==> src/hw/bsm_pkg.sv <==
// Purpose: constants and types for the boiler staging coordinator
// Assumes: 125 MHz clock, APB register access, eight follower slots
// Notes: follower slot n answers at link address n+1; slot 0 is the hosting boiler
package bsm_pkg;
  localparam int          NFLW        = 8;
  localparam int          CLK_KHZ     = 125000;
  localparam int          TICK_MS     = 1000;
  localparam int          TICK_CYC    = TICK_MS * CLK_KHZ / 1000 * 1000;
  localparam logic [6:0]  RATE_FULL   = 7'h64;
  localparam logic [3:0]  COORD_ADDR  = 4'h1;
  // register byte offsets
  localparam logic [7:0]  OFS_CTRL    = 8'h00;
  localparam logic [7:0]  OFS_SETP    = 8'h04;
  localparam logic [7:0]  OFS_HYST    = 8'h08;
  localparam logic [7:0]  OFS_BASE    = 8'h0C;
  localparam logic [7:0]  OFS_ADD     = 8'h10;
  localparam logic [7:0]  OFS_DROP    = 8'h14;
  localparam logic [7:0]  OFS_TIMES   = 8'h18;
  localparam logic [7:0]  OFS_ROT     = 8'h1C;
  localparam logic [7:0]  OFS_GROUP   = 8'h20;
  localparam logic [7:0]  OFS_GAIN    = 8'h24;
  localparam logic [7:0]  OFS_STATUS  = 8'h28;
  localparam logic [7:0]  OFS_RATE    = 8'h2C;
  // control field positions
  localparam int          CTRL_EN     = 0;
  localparam int          CTRL_PROP   = 1;
  localparam int          CTRL_REMOTE = 2;
  localparam int          CTRL_BK_LO  = 3;
  // reset values
  localparam logic [4:0]  RST_CTRL    = 5'h00;
  localparam logic [15:0] RST_SETP    = 16'h0320;
  localparam logic [7:0]  RST_HYST    = 8'h32;
  localparam logic [6:0]  RST_BASE    = 7'h46;
  localparam logic [6:0]  RST_ADDTHR  = 7'h5A;
  localparam logic [6:0]  RST_DRPTHR  = 7'h14;
  localparam logic [15:0] RST_ERR     = 16'h0014;
  localparam logic [15:0] RST_DTIME   = 16'h003C;
  localparam logic [15:0] RST_ROT     = 16'h0E10;
  localparam logic [15:0] RST_GROUP   = 16'h5555;
  localparam logic [7:0]  RST_GAIN    = 8'h04;
  // backup sensor choices and priority groups
  localparam logic [1:0]  BK_NONE     = 2'h0;
  localparam logic [1:0]  BK_LEAD     = 2'h1;
  localparam logic [1:0]  BK_AVG      = 2'h2;
  localparam logic [1:0]  GRP_FIRST   = 2'h0;
  localparam logic [1:0]  GRP_EQUAL   = 2'h1;

  typedef enum logic [1:0] {ST_OFF, ST_WATCH, ST_ADD, ST_DROP} bsm_state_t;

  typedef struct packed {
    logic        fire;
    logic [6:0]  rate;
  } bsm_cmd_t;

  typedef struct packed {
    logic        avail;
    logic        runlim;
    logic [6:0]  actual;
    logic [15:0] outlet;
  } bsm_flw_t;
endpackage : bsm_pkg

==> src/hw/bsm_top.sv <==
// Purpose: staging coordinator for up to eight boilers on a follower link
// Assumes: follower status/command words are exchanged by a link engine on this clock
// Notes: APB slave with one wait state; temperatures are unsigned 16-bit counts
//
// Our own choices: the APB interface to the registers and the register addresses.
`timescale 1ns/1ps
module bsm_top #(
  parameter int TICK_CYCLES = bsm_pkg::TICK_CYC
) (
  input  wire logic                           clock,
  input  wire logic                           rst,
  input  wire logic [7:0]                     paddr,
  input  wire logic                           psel,
  input  wire logic                           penable,
  input  wire logic                           pwrite,
  input  wire logic [31:0]                    pwdata,
  output logic      [31:0]                    prdata,
  output logic                                pready,
  output logic                                pslverr,
  input  wire logic                           stat_pin,
  input  wire logic                           remote_stat,
  input  wire logic [15:0]                    hdr_temp,
  input  wire logic                           hdr_fault,
  input  wire bsm_pkg::bsm_flw_t [bsm_pkg::NFLW-1:0] flw_stat,
  output bsm_pkg::bsm_cmd_t [bsm_pkg::NFLW-1:0]      flw_cmd,
  output logic                                heat_demand,
  output logic      [3:0]                     lead_addr
);
  localparam int NF = bsm_pkg::NFLW;

  function automatic logic [6:0] clamp_rate(input logic signed [27:0] v);
    if (v < 0) begin
      return 7'h00;
    end else if (v > 28'sd100) begin
      return bsm_pkg::RATE_FULL;
    end else begin
      return v[6:0];
    end
  endfunction : clamp_rate

  // firing order: use-first by address, equalize group counted from the lead, then use-last
  function automatic logic [4:0] rank(input logic [2:0] idx, input logic [2:0] lead,
                                      input logic [1:0] grp);
    logic [2:0] rel;
    rel = idx - lead;
    if (grp == bsm_pkg::GRP_EQUAL) begin
      return {2'h1, rel};
    end else if (grp == bsm_pkg::GRP_FIRST) begin
      return {2'h0, idx};
    end else begin
      return {2'h2, idx};
    end
  endfunction : rank

  // configuration
  logic [4:0]  ctrl_q;
  logic [15:0] setp_q;
  logic [7:0]  hon_q;
  logic [7:0]  hoff_q;
  logic [6:0]  base_q;
  logic [6:0]  add_thr_q;
  logic [6:0]  drp_thr_q;
  logic [15:0] add_err_q;
  logic [15:0] drp_err_q;
  logic [15:0] add_time_q;
  logic [15:0] drp_time_q;
  logic [15:0] rot_time_q;
  logic [15:0] group_q;
  logic [7:0]  kp_q;
  // apb
  logic        pready_q;
  logic        pslverr_q;
  logic [31:0] prdata_q;
  logic        wr_en;
  logic        mapped;
  logic [31:0] rd_val;
  // state
  bsm_pkg::bsm_state_t state_q;
  logic        demand_q;
  logic [7:0]  fire_q;
  logic [2:0]  lead_q;
  logic        rot_pend_q;
  logic [3:0]  lead_addr_q;
  logic [15:0] rot_cnt_q;
  logic [15:0] add_cnt_q;
  logic [15:0] drp_cnt_q;
  logic [31:0] pre_q;
  logic        tick_q;
  logic signed [8:0] integ_q;
  logic [6:0]  pid_q;
  logic [15:0] op_q;
  logic        op_ok_q;
  logic        stat_s1_q;
  logic        stat_s2_q;
  logic        stat_s3_q;
  logic        stat_q;
  bsm_pkg::bsm_cmd_t [NF-1:0] cmd_q;
  // combinational
  logic [7:0]  avail;
  logic [7:0]  live;
  logic [3:0]  nfire;
  logic [3:0]  navail;
  logic [2:0]  add_idx;
  logic        have_add;
  logic [2:0]  drp_idx;
  logic        have_drp;
  logic [2:0]  next_lead;
  logic        rl_short;
  logic        rl_excess;
  logic [18:0] out_sum;
  logic [15:0] op_d;
  logic        op_ok_d;
  logic signed [17:0] err;
  logic        call;
  logic        add_crit;
  logic        drp_crit;
  logic        all_fire;
  logic [6:0]  limit;
  logic [6:0]  share;
  logic signed [27:0] pterm;

  // apb slave: one wait state, writes land at the completing edge
  assign wr_en  = psel & penable & pwrite & pready_q;
  assign mapped = (paddr[1:0] == 2'h0) && (paddr <= bsm_pkg::OFS_RATE);

  always_comb begin
    case (paddr)
      bsm_pkg::OFS_CTRL:   rd_val = {27'h0, ctrl_q};
      bsm_pkg::OFS_SETP:   rd_val = {16'h0, setp_q};
      bsm_pkg::OFS_HYST:   rd_val = {16'h0, hoff_q, hon_q};
      bsm_pkg::OFS_BASE:   rd_val = {25'h0, base_q};
      bsm_pkg::OFS_ADD:    rd_val = {add_err_q, 9'h0, add_thr_q};
      bsm_pkg::OFS_DROP:   rd_val = {drp_err_q, 9'h0, drp_thr_q};
      bsm_pkg::OFS_TIMES:  rd_val = {drp_time_q, add_time_q};
      bsm_pkg::OFS_ROT:    rd_val = {16'h0, rot_time_q};
      bsm_pkg::OFS_GROUP:  rd_val = {16'h0, group_q};
      bsm_pkg::OFS_GAIN:   rd_val = {24'h0, kp_q};
      bsm_pkg::OFS_STATUS: rd_val = {op_q, op_ok_q, demand_q, state_q, 1'b0, lead_q, fire_q};
      bsm_pkg::OFS_RATE:   rd_val = {rot_pend_q, stat_q, 7'h0, avail, nfire, 4'h0, pid_q};
      default:             rd_val = 32'h0;
    endcase
  end

  always_ff @(posedge clock) begin
    if (rst) begin
      pready_q  <= 1'b0;
      pslverr_q <= 1'b0;
      prdata_q  <= 32'h0;
    end else begin
      pready_q  <= psel & penable & ~pready_q;
      pslverr_q <= psel & penable & ~pready_q & ~mapped;
      if (psel & penable & ~pready_q & ~pwrite) begin
        prdata_q <= rd_val;
      end
    end
  end

  always_ff @(posedge clock) begin
    if (rst) begin
      ctrl_q     <= bsm_pkg::RST_CTRL;
      setp_q     <= bsm_pkg::RST_SETP;
      hon_q      <= bsm_pkg::RST_HYST;
      hoff_q     <= bsm_pkg::RST_HYST;
      base_q     <= bsm_pkg::RST_BASE;
      add_thr_q  <= bsm_pkg::RST_ADDTHR;
      drp_thr_q  <= bsm_pkg::RST_DRPTHR;
      add_err_q  <= bsm_pkg::RST_ERR;
      drp_err_q  <= bsm_pkg::RST_ERR;
      add_time_q <= bsm_pkg::RST_DTIME;
      drp_time_q <= bsm_pkg::RST_DTIME;
      rot_time_q <= bsm_pkg::RST_ROT;
      group_q    <= bsm_pkg::RST_GROUP;
      kp_q       <= bsm_pkg::RST_GAIN;
    end else if (wr_en) begin
      // overlapping add/drop settings are accepted as written
      case (paddr)
        bsm_pkg::OFS_CTRL:  ctrl_q <= pwdata[4:0];
        bsm_pkg::OFS_SETP:  setp_q <= pwdata[15:0];
        bsm_pkg::OFS_HYST:  begin
          hon_q  <= pwdata[7:0];
          hoff_q <= pwdata[15:8];
        end
        bsm_pkg::OFS_BASE:  base_q <= pwdata[6:0];
        bsm_pkg::OFS_ADD:   begin
          add_thr_q <= pwdata[6:0];
          add_err_q <= pwdata[31:16];
        end
        bsm_pkg::OFS_DROP:  begin
          drp_thr_q <= pwdata[6:0];
          drp_err_q <= pwdata[31:16];
        end
        bsm_pkg::OFS_TIMES: begin
          add_time_q <= pwdata[15:0];
          drp_time_q <= pwdata[31:16];
        end
        bsm_pkg::OFS_ROT:   rot_time_q <= pwdata[15:0];
        bsm_pkg::OFS_GROUP: group_q <= pwdata[15:0];
        bsm_pkg::OFS_GAIN:  kp_q <= pwdata[7:0];
        default:            ;
      endcase
    end
  end

  // thermostat pin crosses in through three flops; accepted when the last two agree
  always_ff @(posedge clock) begin
    if (rst) begin
      stat_s1_q <= 1'b0;
      stat_s2_q <= 1'b0;
      stat_s3_q <= 1'b0;
      stat_q    <= 1'b0;
    end else begin
      stat_s1_q <= stat_pin;
      stat_s2_q <= stat_s1_q;
      stat_s3_q <= stat_s2_q;
      if (stat_s2_q == stat_s3_q) begin
        stat_q <= stat_s3_q;
      end
    end
  end

  assign call = ctrl_q[bsm_pkg::CTRL_EN]
              & (ctrl_q[bsm_pkg::CTRL_REMOTE] ? remote_stat : stat_q);

  // follower view, stage choice and lead rotation candidate
  always_comb begin
    avail     = '0;
    nfire     = 4'h0;
    navail    = 4'h0;
    add_idx   = 3'h0;
    have_add  = 1'b0;
    drp_idx   = 3'h0;
    have_drp  = 1'b0;
    next_lead = lead_q;
    rl_short  = 1'b0;
    rl_excess = 1'b0;
    out_sum   = 19'h0;
    for (int i = 0; i < NF; i++) begin
      avail[i] = flw_stat[i].avail;
    end
    live = fire_q & avail;
    for (int i = 0; i < NF; i++) begin
      if (avail[i]) begin
        navail = navail + 4'h1;
      end
      if (live[i]) begin
        nfire   = nfire + 4'h1;
        out_sum = out_sum + {3'h0, flw_stat[i].outlet};
        if (flw_stat[i].runlim && flw_stat[i].actual < cmd_q[i].rate) begin
          rl_short = 1'b1;
        end
        if (flw_stat[i].runlim && flw_stat[i].actual > cmd_q[i].rate) begin
          rl_excess = 1'b1;
        end
        if (!have_drp || rank(3'(i), lead_q, group_q[2*i+:2]) >
                         rank(drp_idx, lead_q, group_q[2*drp_idx+:2])) begin
          drp_idx  = 3'(i);
          have_drp = 1'b1;
        end
      end else if (avail[i]) begin
        if (!have_add || rank(3'(i), lead_q, group_q[2*i+:2]) <
                         rank(add_idx, lead_q, group_q[2*add_idx+:2])) begin
          add_idx  = 3'(i);
          have_add = 1'b1;
        end
      end
    end
    for (int k = NF - 1; k >= 1; k--) begin
      if (avail[3'(lead_q + 3'(k))] &&
          group_q[2*(3'(lead_q + 3'(k)))+:2] == bsm_pkg::GRP_EQUAL) begin
        next_lead = 3'(lead_q + 3'(k));
      end
    end
  end

  // operating point with header backup
  always_comb begin
    op_d    = hdr_temp;
    op_ok_d = 1'b1;
    if (hdr_fault) begin
      case (ctrl_q[bsm_pkg::CTRL_BK_LO+:2])
        bsm_pkg::BK_LEAD: op_d = flw_stat[lead_q].outlet;
        bsm_pkg::BK_AVG:  op_d = (nfire == 4'h0) ? flw_stat[lead_q].outlet
                                 : 16'(out_sum / {15'h0, nfire});
        default:          op_ok_d = 1'b0;
      endcase
    end
  end

  always_ff @(posedge clock) begin
    if (rst) begin
      op_q    <= 16'h0;
      op_ok_q <= 1'b0;
    end else begin
      op_q    <= op_d;
      op_ok_q <= op_ok_d;
    end
  end

  assign err      = $signed({2'h0, setp_q}) - $signed({2'h0, op_q});
  assign add_crit = (pid_q >= add_thr_q || rl_short) && have_add
                  && err >= $signed({2'h0, add_err_q});
  assign drp_crit = (pid_q <= drp_thr_q || rl_excess) && nfire > 4'h1
                  && -err >= $signed({2'h0, drp_err_q});

  // one-second tick for detection, rotation and loop timing
  always_ff @(posedge clock) begin
    if (rst) begin
      pre_q  <= 32'h0;
      tick_q <= 1'b0;
    end else begin
      tick_q <= (pre_q == 32'(TICK_CYCLES - 1));
      pre_q  <= (pre_q == 32'(TICK_CYCLES - 1)) ? 32'h0 : pre_q + 32'h1;
    end
  end

  // loop output: P term plus an integrator stepped once a tick
  assign pterm = (28'(err) * $signed({20'h0, kp_q})) >>> 4;

  always_ff @(posedge clock) begin
    if (rst) begin
      integ_q <= 9'sh000;
      pid_q   <= 7'h00;
    end else if (!demand_q) begin
      integ_q <= 9'sh000;
      pid_q   <= 7'h00;
    end else begin
      if (tick_q) begin
        if (err > 0 && integ_q < 9'sd100) begin
          integ_q <= integ_q + 9'sd1;
        end else if (err < 0 && integ_q > 9'sd0) begin
          integ_q <= integ_q - 9'sd1;
        end
      end
      pid_q <= clamp_rate(pterm + 28'(integ_q));
    end
  end

  // heat cycle on/off with hysteresis; rotation only at the cycle start
  always_ff @(posedge clock) begin
    if (rst) begin
      demand_q   <= 1'b0;
      lead_q     <= 3'h0;
      rot_pend_q <= 1'b0;
      rot_cnt_q  <= 16'h0;
      lead_addr_q <= bsm_pkg::COORD_ADDR;
    end else begin
      lead_addr_q <= {1'b0, lead_q} + bsm_pkg::COORD_ADDR;
      if (!demand_q) begin
        if (call && op_ok_q && err >= $signed({10'h0, hon_q})) begin
          demand_q <= 1'b1;
          if (rot_pend_q) begin
            lead_q     <= next_lead;
            rot_pend_q <= 1'b0;
          end
        end
      end else if (!call || !op_ok_q || -err >= $signed({10'h0, hoff_q})) begin
        demand_q <= 1'b0;
      end
      if (demand_q && tick_q && !rot_pend_q) begin
        if (rot_cnt_q + 16'h1 >= rot_time_q) begin
          rot_pend_q <= 1'b1;
          rot_cnt_q  <= 16'h0;
        end else begin
          rot_cnt_q <= rot_cnt_q + 16'h1;
        end
      end
    end
  end

  // staging machine: four states, timers restart on any criterion loss
  always_ff @(posedge clock) begin
    if (rst) begin
      state_q   <= bsm_pkg::ST_OFF;
      fire_q    <= 8'h00;
      add_cnt_q <= 16'h0;
      drp_cnt_q <= 16'h0;
    end else if (!demand_q) begin
      state_q   <= bsm_pkg::ST_OFF;
      fire_q    <= 8'h00;
      add_cnt_q <= 16'h0;
      drp_cnt_q <= 16'h0;
    end else begin
      fire_q <= live;
      case (state_q)
        bsm_pkg::ST_OFF: begin
          state_q <= bsm_pkg::ST_WATCH;
        end
        bsm_pkg::ST_WATCH: begin
          add_cnt_q <= 16'h0;
          drp_cnt_q <= 16'h0;
          if (nfire == 4'h0 && have_add) begin
            fire_q[add_idx] <= 1'b1;
          end else if (add_crit) begin
            state_q <= bsm_pkg::ST_ADD;
          end else if (drp_crit) begin
            state_q <= bsm_pkg::ST_DROP;
          end
        end
        bsm_pkg::ST_ADD: begin
          if (!add_crit) begin
            add_cnt_q <= 16'h0;
            state_q   <= bsm_pkg::ST_WATCH;
          end else if (add_cnt_q >= add_time_q) begin
            fire_q[add_idx] <= 1'b1;
            state_q         <= bsm_pkg::ST_WATCH;
          end else if (tick_q) begin
            add_cnt_q <= add_cnt_q + 16'h1;
          end
        end
        bsm_pkg::ST_DROP: begin
          if (!drp_crit) begin
            drp_cnt_q <= 16'h0;
            state_q   <= bsm_pkg::ST_WATCH;
          end else if (drp_cnt_q >= drp_time_q) begin
            fire_q[drp_idx] <= 1'b0;
            state_q         <= bsm_pkg::ST_WATCH;
          end else if (tick_q) begin
            drp_cnt_q <= drp_cnt_q + 16'h1;
          end
        end
        default: state_q <= bsm_pkg::ST_OFF;
      endcase
    end
  end

  // rate allocation under the common base-load cap
  assign all_fire = (nfire == navail);
  assign limit    = all_fire ? bsm_pkg::RATE_FULL : base_q;
  assign share    = (nfire == 4'h0) ? 7'h00
                  : clamp_rate(28'(({4'h0, pid_q} * {7'h0, navail}) / {7'h0, nfire}));

  // sub-minimum rates pass through untouched; each follower clamps to its own minimum
  always_ff @(posedge clock) begin
    if (rst) begin
      cmd_q <= '0;
    end else begin
      for (int i = 0; i < NF; i++) begin
        cmd_q[i].fire <= fire_q[i] & avail[i];
        if (!(fire_q[i] & avail[i])) begin
          cmd_q[i].rate <= 7'h00;
        end else if (ctrl_q[bsm_pkg::CTRL_PROP] && flw_stat[i].runlim) begin
          cmd_q[i].rate <= flw_stat[i].actual;
        end else if (ctrl_q[bsm_pkg::CTRL_PROP]) begin
          cmd_q[i].rate <= (share > limit) ? limit : share;
        end else begin
          cmd_q[i].rate <= (pid_q > limit) ? limit : pid_q;
        end
      end
    end
  end

  assign prdata      = prdata_q;
  assign pready      = pready_q;
  assign pslverr     = pslverr_q;
  assign flw_cmd     = cmd_q;
  assign heat_demand = demand_q;
  assign lead_addr   = lead_addr_q;
endmodule : bsm_top

==> config.mk <==
export PLATFORM = sky130hd
export DESIGN_NAME = bsm_top
export DESIGN_NICKNAME = d
export VERILOG_FILES = /design/src/hw/bsm_pkg.sv /design/src/hw/bsm_top.sv
export SDC_FILE = /design/constraint.sdc
export NUM_CORES = 2
export LEC_CHECK = 0
export BUFFER_PORTS_ARGS = -buffer_cell sky130_fd_sc_hd__buf_2
export CAP_MARGIN = 20
export CELL_PAD_IN_SITES_DETAIL_PLACEMENT = 1
export CELL_PAD_IN_SITES_GLOBAL_PLACEMENT = 1
export CORE_UTILIZATION = 45
export CTS_BUF_LIST = sky130_fd_sc_hd__clkbuf_16
export DETAILED_ROUTE_END_ITERATION = 10
export HOLD_SLACK_MARGIN = 0.05
export PLACE_DENSITY = 0.88
export SLEW_MARGIN = 10
export SYNTH_ARGS = -nofsm -noshare
export SYNTH_HDL_FRONTEND = slang
export SYNTH_SLANG_ARGS = --single-unit
export TNS_END_PERCENT = 100
==> constraint.sdc <==
create_clock -name clock -period 127 [get_ports clock]
set_input_delay 25.4 -clock clock [delete_from_list [all_inputs] [get_ports clock]]
set_output_delay 25.4 -clock clock [all_outputs]
set_load 0.05 [all_outputs]
==> metrics <==
Worst Hold Margin=444 ps; Worst-Skew Late Latency=650 ps; hold buffer count at CTS=0; #FFs+latches synth=397; setup violators final=0; DP HPWL=197,000 um; Die Ht=364 um; Core ar.=130,000 sq um; Critical Path Source Type=input port; clock transition at the registers of the reported paths=60 ps; highest clock rate=10.2 MHz; # DRC=0; Slowest cell on crit path=a221oi_1; total number of vias=64,700; most common cell after layout, fill and taps aside=nand2_1; initial antenna violation count=39; Finished Layout Cells=10,000; crit-path max cell delay=1010 ps; Crit path top cell by count=ha_1; Starting Density=45.4%; post-CTS setup buffer count=0; Total Routing Usage GR=36.4%; nets=9,292; min-delay worst type=reg -> reg; vias per cell=6.46; outcome=complete, no violations; Die Wd=364 um; final cycle utilization of the critical path=77.0%; GP Congestion=1.03; Util after Layout=49.3%; WHS Path Cells=1; CTS Buffer Depth=3; CTS tree=yes; most frequent cells in the layout=nand2_1 (852), a21oi_1 (693), nor2_1 (687), ha_1 (679), inv_1 (676); worst r2r path cells=272; RSZ-0062 raised after global routing=false; Max Fanout on Critical Path=23; largest net degree at the start of global routing=67; distinct cell type count after synthesis=174; Netlist Area Pre-Place=58,900 sq um; Max-Cap Viols=0; Clock Sinks=397; Final Max Slew Viols=0; Seq/Total Area, Yosys=13.5%; Worst Skew=37.8 ps; Inserted Clock Buffers=45; Synth Flop Type=dfxtp_1; CP Class=in -> reg; post-CTS sizing=0; routed len/inst=25.0 um; Crit. End Element=flip-flop; Reg area=7950 sq um; Final Critical Period=97,800 ps; Setup TNS Final=0 ps; CP arrival=98,310 ps; Slew @ Worst Pin=1240 ps; fillcell total=16,600; normalized max-slew margin=17.0%; share of cells above drive strength 1=11.3%; syn avg cell area=7.38 sq um; initial detailed-routing violation count=5,916; Syn. warnings=0; dpl cells=9,903; IO Pins=367; H-tree levels=2; Max IR drop VDD=0.0464 mV; multi-input logic area=47,100 sq um; ANT nets after route=0; vias in the first global route=67,300; drt total wl=250,000 um; area grow syn2layout=8.48%; site row count=132; reg2reg setup slack=53,810 ps; Die ar.=132,000 sq um; number of flops mapped to enable cells by yosys=0; CTS root buf=clkbuf_16; Final Hold Fails=0; required time worst endpoint=127,510 ps; I/O Buffers=366; Pwr Density=28.1 nW/um^2; Leak=27.4 nW; total global routing overflow=0; first-pass GRT wire length=382,000 um; drt pass-1 iters=7; asr flop ratio synth=0%; max FFs per register=64; Synth Instances=7,977
cells in the mapped netlist (59+ instances only):
cell type    n  share of area [%]
nand2_1    852                5.4
nor2_1     695                4.4
a21oi_1    693                5.9
ha_1       679                 14
inv_1      673                4.3
o21ai_0    435                3.7
dfxtp_1    397                 14
xnor2_1    283                4.2
clkbuf_1   200                1.3
nor3_1     200                1.7
nand3_1    190                1.6
and2_1     178                1.9
o21a_1     152                1.9
xor2_1     141                2.1
fa_1       138                4.7
nor2b_1    111                1.2
a21o_1     102                1.3
nand2b_1   100                1.1
and3_1      92               0.98
mux2i_1     92                1.6
a31oi_1     84               0.89
nand4_1     82               0.87
o211ai_1    77               0.98
o21bai_1    76               0.97
a22oi_1     75               0.96
a211oi_1    73               0.93
or3_1       64               0.68
or2_2       63               0.67
nor4_1      59               0.63
critical path: cells and delay by family:
family / cells / cell delay, ps
AO/OA/AOI/OAI: 113 / 27910
multiplexers: 6 / 1960
adder cells (fa/ha/maj): 33 / 10020
AND/OR/NAND/NOR: 107 / 30810
buffers and inverters: 14 / 1990
stage by stage:
step	setup WS [ps]	area (sq um)	total power, W
floorplan	40070	58900	0.00124
global placement	33360	62200	0.00156
detailed placement	29500	62200	0.00160
CTS	29790	63800	0.00175
global route	24130	63800	0.00191
finish	29200	63900	0.00179
area by class of cell:
| cell class | count | share of cell area (%) |
|---|---|---|
| Clock inverter | 38 | 0.617 |
| Tap cell | 1742 | 3.41 |
| Sequential cell | 397 | 12.5 |
| Inverter | 681 | 4.00 |
| Antenna cell | 29 | 0.114 |
| Clock buffer | 45 | 1.76 |
| Timing Repair Buffer | 451 | 3.87 |
| Multi-Input combinational cell | 6635 | 73.8 |
report_power, final:
part	internal, W	switching [W]	total [W]
combinational	0.000498	0.00102	0.00152
sequential	0.000125	0.00000124	0.000126
clock	0.0000795	0.0000637	0.000143
final timing paths:
| check | from | end |
|---|---|---|
| hold reg to reg | stat_s1_q | stat_s2_q |
| setup / recovery | flw_stat[49] | flw_cmd[26] |
| setup reg to reg | fire_q[1] | flw_cmd[26] |
| hold / removal | stat_s1_q | stat_s2_q |
routing by layer:
metal  GRT usage (%)  part of all wire [%]  vias to the layer above  wire [um]
met3            8.10                   8.8                      982      22100
li1                -                     -                    29000          -
met2            60.4                    46                     3059     115000
met1            42.1                    38                    31700      94900
met4            24.2                   7.4                       28      18500
met5               0                  0.12                        -        292
cell families (layout without fill, tap and decap cells):
kind of cell             Yosys count  in the layout  synth area share, %
flip-flops                       397            397                 13.5
multiplexers                     180            180                 3.88
other                              1             46              0.00637
AND/OR/NAND/NOR                 2928           2928                 24.9
AO/OA/AOI/OAI                   2257           2257                 25.2
adder cells (fa/ha/maj)          820            820                 19.2
buffers and inverters            961           1215                 6.76
XOR/XNOR                         433            433                 6.62
Power figures use the tool's default switching activity.
